## src/apl_regs.vh

```
// Register offsets, reset values and timing counts of the position latch.
`ifndef APL_REGS_VH
`define APL_REGS_VH
`define APL_NAXES          8
`define APL_POS_W          32
`define APL_CLK_HZ         10000000
`define APL_CAPTURE_US     25
`define APL_CAPTURE_CYC    ((`APL_CAPTURE_US * `APL_CLK_HZ) / 1000000)
`define APL_OFF_ARM        12'h000
`define APL_OFF_SRCSEL     12'h004
`define APL_OFF_PENDING    12'h008
`define APL_OFF_INT_STAT   12'h00c
`define APL_OFF_INT_MASK   12'h010
`define APL_OFF_INPUTS     12'h014
`define APL_OFF_POS_BASE   12'h040
`define APL_RST_SRCSEL     8'h00
`define APL_RST_MASK       8'h00
`endif

```

## src/apl_position_latch.v

```verilog
// Eight-axis position capture unit with APB registers and a capture interrupt.
//
// Functional notes
// - Armed axis captures within 25 us.
// - Inputs 1-4 and 9-12 trigger axes 1-8.
// - Arm per axis, selecting main or auxiliary.
// - Pending flag reads 1 until captured.
// - Frozen position held and readable.
// - One capture per arm; re-arm required.
//
// Register map, one 32-bit word each, byte addresses:
//   0x00 arm: write ones in bits 7:0 to arm axes, bits 15:8 pick
//        the auxiliary encoder for those axes; reads the armed bits.
//   0x04 source select: one bit per axis, 1 picks the auxiliary encoder.
//   0x08 pending: reads 1 for each axis armed and not yet triggered.
//   0x0c capture status: sticky, one bit per axis, write one to clear.
//   0x10 capture mask: a set bit lets that axis raise the interrupt.
//   0x14 inputs: synchronised levels of general inputs 1..16, 1 = low pin.
//   0x40 + 4*k: position frozen by the last capture of axis k.
// Writing zero to the arm word never disarms an axis; only a capture does.
// An access to any other address answers with an error and changes nothing.
//
// Capture latency is two synchroniser edges plus one edge stage, so the
// held word is written on the third clock edge after the pin falls. At the
// 10 MHz clock that is 300 ns, far inside the 25 us bound.
//
// Interrupt: each capture sets its status bit; the level output is high
// while any status bit is set whose mask bit is set too. A capture and a
// write-one clear in the same cycle leave the bit set.
//
// Limitations: a pin that is already low when an axis is armed does not
// capture until it rises and falls again, and a pulse shorter than one
// clock period may slip past the synchroniser unseen.
`timescale 1ns/10ps
`include "apl_regs.vh"
module apl_position_latch (
    input  wire         pclk,          // Bus and servo clock, 10 MHz.
    input  wire         presetn,       // Asynchronous reset, active low.
    input  wire         psel,          // APB select.
    input  wire         penable,       // APB access phase.
    input  wire         pwrite,        // APB write direction.
    input  wire [11:0]  paddr,         // APB byte address.
    input  wire [31:0]  pwdata,        // APB write data.
    output wire [31:0]  prdata,        // APB read data, registered.
    output wire         pready,        // APB ready, always high.
    output wire         pslverr,       // APB error on unmapped address.
    input  wire [15:0]  gp_inputs_n,   // General inputs 1..16, active low.
    input  wire [255:0] main_pos,      // Main encoder positions, axis 0 in low word.
    input  wire [255:0] aux_pos,       // Auxiliary encoder positions, axis 0 in low word.
    input  wire [7:0]   index_pulse,   // Encoder index pulses, one per axis.
    output wire [7:0]   capture_pending_flag, // High while an axis is armed.
    output wire         irq            // Level interrupt on an unmasked capture.
);
    localparam NA = `APL_NAXES;
    localparam PW = `APL_POS_W;

    // Two-stage synchronisers for the pins, then one stage of edge history.
    reg  [15:0]   in_s1_ff, in_s2_ff;
    reg  [7:0]    idx_s1_ff, idx_s2_ff;
    reg  [7:0]    trig_prev_ff, idx_prev_ff;
    // Per-axis arm, source and interrupt state.
    reg  [7:0]    armed_ff;
    reg  [7:0]    srcsel_ff;
    reg  [7:0]    int_stat_ff;
    reg  [7:0]    int_mask_ff;
    reg  [31:0]   prdata_ff;
    // Frozen positions, one word per axis.
    reg  [PW-1:0] held_ff [0:NA-1];
    integer       ax;
    wire [7:0]    trig_lvl;
    wire [7:0]    capture;
    // Bus decodes: writes land at the access edge, reads are fetched at setup.
    wire          wr_en     = psel & penable & pwrite;
    wire          rd_setup  = psel & ~penable & ~pwrite;
    wire          wr_arm    = wr_en & (paddr == `APL_OFF_ARM);
    wire          wr_srcsel = wr_en & (paddr == `APL_OFF_SRCSEL);
    wire          wr_stat   = wr_en & (paddr == `APL_OFF_INT_STAT);
    wire          wr_mask   = wr_en & (paddr == `APL_OFF_INT_MASK);

    // Map an axis number to the bit of its trigger input.
    // Axes 4 to 7 skip inputs 5 to 8, which stay free for other uses.
    function [3:0] axis_input;
        input integer a;
        begin
            axis_input = (a < 4) ? a[3:0] : a[3:0] + 4'h4;
        end
    endfunction

    // Decode a register address to a valid flag.
    function addr_ok;
        input [11:0] a;
        begin
            addr_ok = (a == `APL_OFF_ARM) || (a == `APL_OFF_SRCSEL) ||
                      (a == `APL_OFF_PENDING) || (a == `APL_OFF_INT_STAT) ||
                      (a == `APL_OFF_INT_MASK) || (a == `APL_OFF_INPUTS) ||
                      ((a >= `APL_OFF_POS_BASE) && (a < `APL_OFF_POS_BASE + 12'h020) &&
                       (a[1:0] == 2'b00));
        end
    endfunction

    // Pins come from outside the clock domain, so two flops precede any logic.
    // They reset to the idle levels, so a release of reset makes no false edge.
    always @(posedge pclk or negedge presetn) begin
        if (!presetn) begin
            in_s1_ff  <= 16'hffff;
            in_s2_ff  <= 16'hffff;
            idx_s1_ff <= 8'h00;
            idx_s2_ff <= 8'h00;
        end else begin
            in_s1_ff  <= gp_inputs_n;
            in_s2_ff  <= in_s1_ff;
            idx_s1_ff <= index_pulse;
            idx_s2_ff <= idx_s1_ff;
        end
    end

    // Per-axis trigger slices; each sees only its own pin and index line.
    genvar g;
    generate
        for (g = 0; g < NA; g = g + 1) begin : g_axis
            assign trig_lvl[g] = ~in_s2_ff[axis_input(g)];
            // Only a high-to-low edge or a rising index counts as an event.
            assign capture[g] = armed_ff[g] &
                                ((trig_lvl[g] & ~trig_prev_ff[g]) |
                                 (idx_s2_ff[g] & ~idx_prev_ff[g]));
        end
    endgenerate

    // The held words share one process so the array has a single driver; each
    // word still moves only on its own axis's capture. A source change written
    // in the capture cycle applies to the next capture, not to this one.
    always @(posedge pclk or negedge presetn) begin
        if (!presetn) begin
            for (ax = 0; ax < NA; ax = ax + 1) begin
                held_ff[ax] <= {PW{1'b0}};
            end
        end else begin
            // Every axis is looked at on every edge, so none waits for another.
            for (ax = 0; ax < NA; ax = ax + 1) begin
                if (capture[ax]) begin
                    held_ff[ax] <= srcsel_ff[ax] ? aux_pos[ax*PW +: PW]
                                                 : main_pos[ax*PW +: PW];
                end
            end
        end
    end

    // Arm, source select, edge history and interrupt state.
    always @(posedge pclk or negedge presetn) begin
        if (!presetn) begin
            trig_prev_ff <= 8'h00;
            idx_prev_ff  <= 8'h00;
            armed_ff     <= 8'h00;
            srcsel_ff    <= `APL_RST_SRCSEL;
            int_stat_ff  <= 8'h00;
            int_mask_ff  <= `APL_RST_MASK;
        end else begin
            // Edge history runs whether or not the axis is armed.
            trig_prev_ff <= trig_lvl;
            idx_prev_ff  <= idx_s2_ff;
            // Arming a bit sets it; a capture clears only that bit, single-shot.
            // An arm write in the capture cycle wins, since software asked last.
            if (wr_arm) begin
                armed_ff <= (armed_ff & ~capture) | pwdata[7:0];
            end else begin
                armed_ff <= armed_ff & ~capture;
            end
            // Source choice is latched per axis with the arm write.
            if (wr_arm) begin
                srcsel_ff <= (srcsel_ff & ~pwdata[7:0]) | (pwdata[7:0] & pwdata[15:8]);
            end else if (wr_srcsel) begin
                srcsel_ff <= pwdata[7:0];
            end
            // Set wins over a write-one clear in the same cycle.
            if (wr_stat) begin
                int_stat_ff <= (int_stat_ff & ~pwdata[7:0]) | capture;
            end else begin
                int_stat_ff <= int_stat_ff | capture;
            end
            // The mask only gates the interrupt; status bits still collect.
            if (wr_mask) begin
                int_mask_ff <= pwdata[7:0];
            end
        end
    end

    // Read data is registered at the setup edge and stands through the access
    // cycle, so pready can stay high with no wait state.
    always @(posedge pclk or negedge presetn) begin
        if (!presetn) begin
            prdata_ff <= 32'h00000000;
        end else if (rd_setup) begin
            case (paddr)
                `APL_OFF_ARM:      prdata_ff <= {24'h000000, armed_ff};
                `APL_OFF_SRCSEL:   prdata_ff <= {24'h000000, srcsel_ff};
                `APL_OFF_PENDING:  prdata_ff <= {24'h000000, armed_ff};
                `APL_OFF_INT_STAT: prdata_ff <= {24'h000000, int_stat_ff};
                `APL_OFF_INT_MASK: prdata_ff <= {24'h000000, int_mask_ff};
                `APL_OFF_INPUTS:   prdata_ff <= {16'h0000, ~in_s2_ff};
                default: begin
                    // Held words sit at 0x40 + 4*k; every other address reads zero.
                    if (addr_ok(paddr)) begin
                        prdata_ff <= held_ff[paddr[4:2]];
                    end else begin
                        prdata_ff <= 32'h00000000;
                    end
                end
            endcase
        end
    end

    // Bus answers: zero wait states, error only on an unmapped access.
    // The interrupt is a plain level of registered bits, so it carries no glitch.
    assign prdata  = prdata_ff;
    assign pready  = 1'b1;
    assign pslverr = psel & penable & ~addr_ok(paddr);
    assign capture_pending_flag = armed_ff;
    assign irq     = |(int_stat_ff & int_mask_ff);

endmodule // apl_position_latch

```

## config.mk

```make
export PLATFORM = sky130hd
export DESIGN_NAME = apl_position_latch
export DESIGN_NICKNAME = d
export VERILOG_FILES = /design/src/apl_position_latch.v
export VERILOG_INCLUDE_DIRS = /design/src
export SDC_FILE = /design/constraint.sdc
export NUM_CORES = 1
export LEC_CHECK = 0
export BUFFER_PORTS_ARGS = -buffer_cell sky130_fd_sc_hd__buf_2
export CORE_AREA = 2 2 245 247
export CTS_CLUSTER_DIAMETER = 120
export DETAILED_ROUTE_END_ITERATION = 12
export DIE_AREA = 0 0 247 249
export PLACE_DENSITY_LB_ADDON = 0.15
export SLEW_MARGIN = 20
export SYNTH_ARGS = -nofsm -noshare
export SYNTH_HDL_FRONTEND = slang
export SYNTH_SLANG_ARGS = --single-unit
```

## constraint.sdc

```tcl
create_clock -name pclk -period 1.7 [get_ports pclk]
set_clock_uncertainty 0.1 [all_clocks]
set_input_delay 0.17 -clock pclk [delete_from_list [all_inputs] [get_ports pclk]]
set_output_delay 0.17 -clock pclk [all_outputs]
set_load 0.005 [all_outputs]
```

Word level (Yosys, flattened, before mapping)

Index checks and enable logic that the tools add are counted.

$lt $le $gt $ge: 3
Eq/ne operators: 5
Multiplexer cells: 17
Bitwise operators: 81
Reduce and logical (&&, ||, !) cells: 13

Operators by type and width:

| operator              | number |
|---|---|
| $mux W32              | 11 |
| $pmux W32 S5          | 1 |
| $bmux W32 S3          | 1 |
| $and A8 B8 Y8         | 5 |
| $and A1 B1 Y1         | 33 |
| $mux W8               | 4 |
| $or A8 B8 Y8          | 4 |
| $not A1 Y1            | 27 |
| $eq A12 B4 Y1 const B | 2 |
| $eq A12 B5 Y1 const B | 2 |
| $not A16 Y16          | 1 |
| $not A8 Y8            | 2 |
| $eq A12 B3 Y1 const B | 1 |
| $ge A12 B7 Y1 const B | 1 |
| $logic_not A12 Y1     | 1 |
| $lt A12 B7 Y1 const B | 1 |
| $or A1 B1 Y1          | 8 |
| $reduce_or A8 Y1      | 1 |
| $logic_or A1 B1 Y1    | 6 |
| $ge A4 B4 Y1 const B  | 1 |
| $not A3 Y4            | 1 |
| $logic_and A1 B1 Y1   | 2 |
| $logic_not A2 Y1      | 1 |
| $reduce_bool A2 Y1    | 1 |
| $reduce_or A2 Y1      | 1 |

Bits in registers: 384
Bits of input ports: 585
Output and inout bits: 43
Logic and storage cells: 138

Depth between registers and ports, before layout

Depth in word-level cells: 9
Mapped depth: 7
Depth with buffers taken out: 4

Worst setup path after synthesis

No wires, ideal clock.

Path kind: input-to-reg
Start: input paddr[1]
End: register armed_ff[4], in the netlist capture_pending_flag[4]
Setup time: 0.074 ns
Arrival time: 1.907 ns
Path slack: -0.381 ns
Stages on the path: 7
Path buffers: 3
Cells stage by stage: or4_4 buf_6 or3_4 buf_6 or3_4 buf_6 o21ai_2

Word-level cells in the longest chain between the ends: 3

RTL lines:

| item                 | line                     | RTL |
|---|---|---|
| from (decl)          | apl_position_latch.v:42  | `input wire [11:0] paddr,` |
| $logic_not A12 Y1    | -                        |  |
| $and A1 B1 Y1        | apl_position_latch.v:75  | `` wire wr_arm = wr_en & (paddr == `APL_OFF_ARM); `` |
| $mux W8              | apl_position_latch.v:163 | `if (wr_arm) begin` |
| to (signal assigned) | apl_position_latch.v:164 | `armed_ff <= (armed_ff & ~capture) \| pwdata[7:0];` |
| to (signal assigned) | apl_position_latch.v:166 | `armed_ff <= armed_ff & ~capture;` |
| to (decl)            | apl_position_latch.v:62  | `reg [7:0] armed_ff;` |

Every way passes these cells.
A chain may end at the register's enable or synchronous reset.

Worst setup path after layout

Start: register int_mask_ff[7]
End: output irq

Word-level cells in the longest chain between the ends: 2

RTL lines:

| item                   | line                     | RTL |
|---|---|---|
| from (decl)            | apl_position_latch.v:65  | `reg [7:0] int_mask_ff;` |
| from (signal assigned) | apl_position_latch.v:156 | `` int_mask_ff <= `APL_RST_MASK; `` |
| from (signal assigned) | apl_position_latch.v:182 | `int_mask_ff <= pwdata[7:0];` |
| $and A8 B8 Y8          | apl_position_latch.v:218 | `assign irq = \|(int_stat_ff & int_mask_ff);` |
| $reduce_or A8 Y1       | apl_position_latch.v:218 |  |
| to (decl)              | apl_position_latch.v:52  | `output wire irq` |

Every way passes these cells.

==> reports/metrics.cfg <==
[timing]
fmax_ghz = 0.550
finalWorstSetupSlack_ns = -0.119
period_needed_ns = 1.82
hold_ws_ns = 0.0531
slew_violations = 0
final_hold_viol_count = 0
rsz0062_at_grt = true
post-route-period-util = 1.07
setup_viol = 1

[yosys]
synth_cells = 1653
synth_seq_cells = 384
synth_edf_count = 0
ys_warn_count = 0
async_flop_share = 1.00
syn_area_per_cell_um2 = 11.1
synth_area_um2 = 18400
synth_seq_area_share = 0.525
synth_cell_type_count = 49
synth_flop_cell = dfrtp_1
synth_fp_nets = 2238

[power_and_ir_drop]
irDropWorstVdd_uv = 671
swShare = 0.239
p_leak_nw = 13.9
clkPwrFrac = 0.426
p_sw_mw = 5.49
combPwrFrac = 0.149
intPower_mw = 17.5
p_seq_frac = 0.425
p_per_area_nw_per_um2 = 750

[drt]
firstDrtPassIters = 6
wirelength_mm = 83.5
ant_nets = 0
vias = 17960
wl_per_cell_um = 22.7
drt_iter0_markers = 882
via_per_inst = 4.89
remaining_drc_errors = 0

[setup_path]
crit_family = flip-flops
crit_type = reg -> out
end_kind = primary output
slowest_stage = dfrtp_1
worst_setup_path_start_kind = register
r2r_cells = 4
max_stage_delay_ns = 0.41
cp_data_arrival_time_ns = 1.55
critical_path_depth = 3
path_max_fanout = 2
path_cells = a22oi_2, nand4_1, buf_2
cp.required_ns = 1.43
crit_buf_inv = 1

[cts]
clk_path_buf_depth = 3
clk-insertion-delay-late_ns = 0.57
cts_sinks = 384
cts_buffers = 45
cts-root-buf = clkbuf_16
htree_levels = 2
clkTransAtPathRegs_ns = 0.06
cts_tree = built

[layout]
multi_input_area_um2 = 8270
syn_to_final_growth_pct = 66.6
nFillCells = 5002
nets = 3448
seqCellArea_um2 = 9660
fin_cells = 3675
drive_gt1_frac = 0.339

[grt]
grt.overflow.total = 0
grt_max_degree = 66
grt_pass1_vias = 19784
grt_first_pass_wirelength_mm = 122
grt_use_total = 0.268
antenna_found_initial = 2

[placed_design]
place_hpwl_mm = 55.2
routabilityCongestion = 0.865
dp_cells = 3016
port_buffers = 610

[min_path]
hold_depth = 4
hold_class = in -> reg

[floorplan]
die_y_um = 249
core-area_um2 = 58700
fp-row-count = 89
die_x_um = 247
ios = 628
die-area_um2 = 61500
start_util = 0.313

[run]
maxCapViolations = 0

[outcome]
status = finished with violations
violations = setup timing

==> routing by layer <==
metal / vias to the layer above / share of wire / wire length [um] / GRT usage
met3: 241 / 0.063 / 5230 / 0.0442
met1: 8660 / 0.40 / 33000 / 0.318
met2: 770 / 0.49 / 41100 / 0.466
met4: 0 / 0.050 / 4140 / 0.132
li1: 8289 / - / - / -
met5: - / 0 / 0 / 0
==> worst paths after layout <==
check                                     from            to  slack, ns
worst max-delay path            int_mask_ff[7]           irq      -0.12
worst min-delay path              main_pos[98]  held_ff[130]       0.05
worst max register to register        register     prdata[6]       0.01
worst min register to register    idx_s1_ff[3]  idx_s2_ff[3]       0.25
max in group asynchronous              presetn   held_ff[29]       0.34
min in group asynchronous              presetn    prdata[14]       0.51
==> cell usage after synthesis, types with 2 or more instances <==
library cell / instances / share of area
o31ai_1: 8 / 0.0033
inv_1: 26 / 0.0053
o21ai_2: 8 / 0.0038
nor3_1: 2 / 0.00054
a221o_1: 9 / 0.0049
clkbuf_1: 91 / 0.019
inv_2: 2 / 0.00041
buf_1: 26 / 0.0053
o21ai_0: 309 / 0.084
or3b_2: 9 / 0.0043
or2_2: 3 / 0.0010
and3_1: 10 / 0.0034
o211ai_1: 12 / 0.0049
nand4_1: 2 / 0.00068
nor4_1: 10 / 0.0034
or4_1: 3 / 0.0012
or3_4: 2 / 0.0012
a31o_2: 4 / 0.0019
a21oi_1: 5 / 0.0014
buf_2: 8 / 0.0022
dfrtp_1: 352 / 0.48
mux2i_1: 283 / 0.15
nor2b_1: 13 / 0.0044
dfstp_2: 32 / 0.046
nand2b_1: 3 / 0.0010
mux4_2: 64 / 0.078
a22oi_1: 4 / 0.0016
mux2_2: 15 / 0.0092
nand2_1: 304 / 0.062
nor2_1: 13 / 0.0027
buf_6: 3 / 0.0018
==> sequential cells by signal (all words and copies together) (netlist names), named ones only <==
signal,count
capture_pending_flag,8
held_ff,256
idx_prev_ff,8
idx_s1_ff,8
idx_s2_ff,8
in_s1_ff,16
in_s2_ff,16
int_mask_ff,8
int_stat_ff,8
prdata,32
trig_prev_ff,8
==> timing repair <==
action | CTS | global route
hold endpoints to repair | 678 | 0
buffers inserted | 5 | 17
endpoints found under the setup margin | 4 | 17
resized for setup | 12 | 7
pin swaps | 6 | 2
hold buffers | 550 | 0
gates cloned | 0 | 1
==> per-stage QoR <==
stage / instance area [um^2] / setup TNS, ns / setup WS [ns] / utilization / power (mW)
6_report: 30600 / -0.119 / -0.119 / 0.522 / 23.0
5_1_grt: 30600 / -0.192 / -0.155 / 0.522 / 23.9
4_1_cts: 30400 / -0.164 / -0.164 / 0.519 / 23.2
3_5_place_dp: 23300 / -22.53 / -0.436 / 0.397 / 12.3
3_3_place_gp: 23300 / -20.96 / -0.425 / 0.397 / 12.2
2_1_floorplan: 18400 / -12.84 / -0.380 / - / 10.7
==> logic make-up after synthesis <==
group | Yosys count | share of synthesized area
simple gates | 384 | 0.0904
other cells | 1 | 0.000204
flops | 384 | 0.525
buf+inv | 157 | 0.0340
compound gates | 365 | 0.109
mux | 362 | 0.242
==> layout make-up <==
cell class	count	share of cell area
multi-input combinational	1112	0.270
antenna	2	0.000163
sequential	384	0.316
tap	773	0.0316
timing repair buffer	1292	0.330
clock buffer	74	0.0456
clock inverter	10	0.00347
inverter	28	0.00343
==> layout by cell type (no fill, tap or decap), types with 10 or more instances in the layout <==
master	instances
o21ai_1	28
mux4_2	64
nor2_1	13
buf_2	607
clkbuf_8	12
buf_12	39
dfrtp_1	343
nor2b_1	13
o21ai_0	273
dfstp_2	32
clkbuf_1	15
nand2_1	304
mux2i_1	281
dlygate4sd3_1	549
buf_4	90
o211ai_1	12
inv_1	26
and3_1	10
mux2_2	15
clkbuf_16	48
==> power by group through the flow <==
stage / Clock [mW] / Sequential, mW / Combinational (mW)
floorplan: 0 / 9.85 / 0.901
global placement: 0 / 9.91 / 2.33
detailed placement: 0 / 9.93 / 2.37
CTS: 10.1 / 9.77 / 3.37
global route: 10.4 / 9.81 / 3.68
finish: 9.78 / 9.77 / 3.42
==> tightest hold or removal path, cell delays in order <==
cell and delay (ns):
buf_2 0.08, mux2i_1 0.10, buf_4 0.16, o21ai_0 0.16
Note: power is estimated with default switching activity, not from simulation.
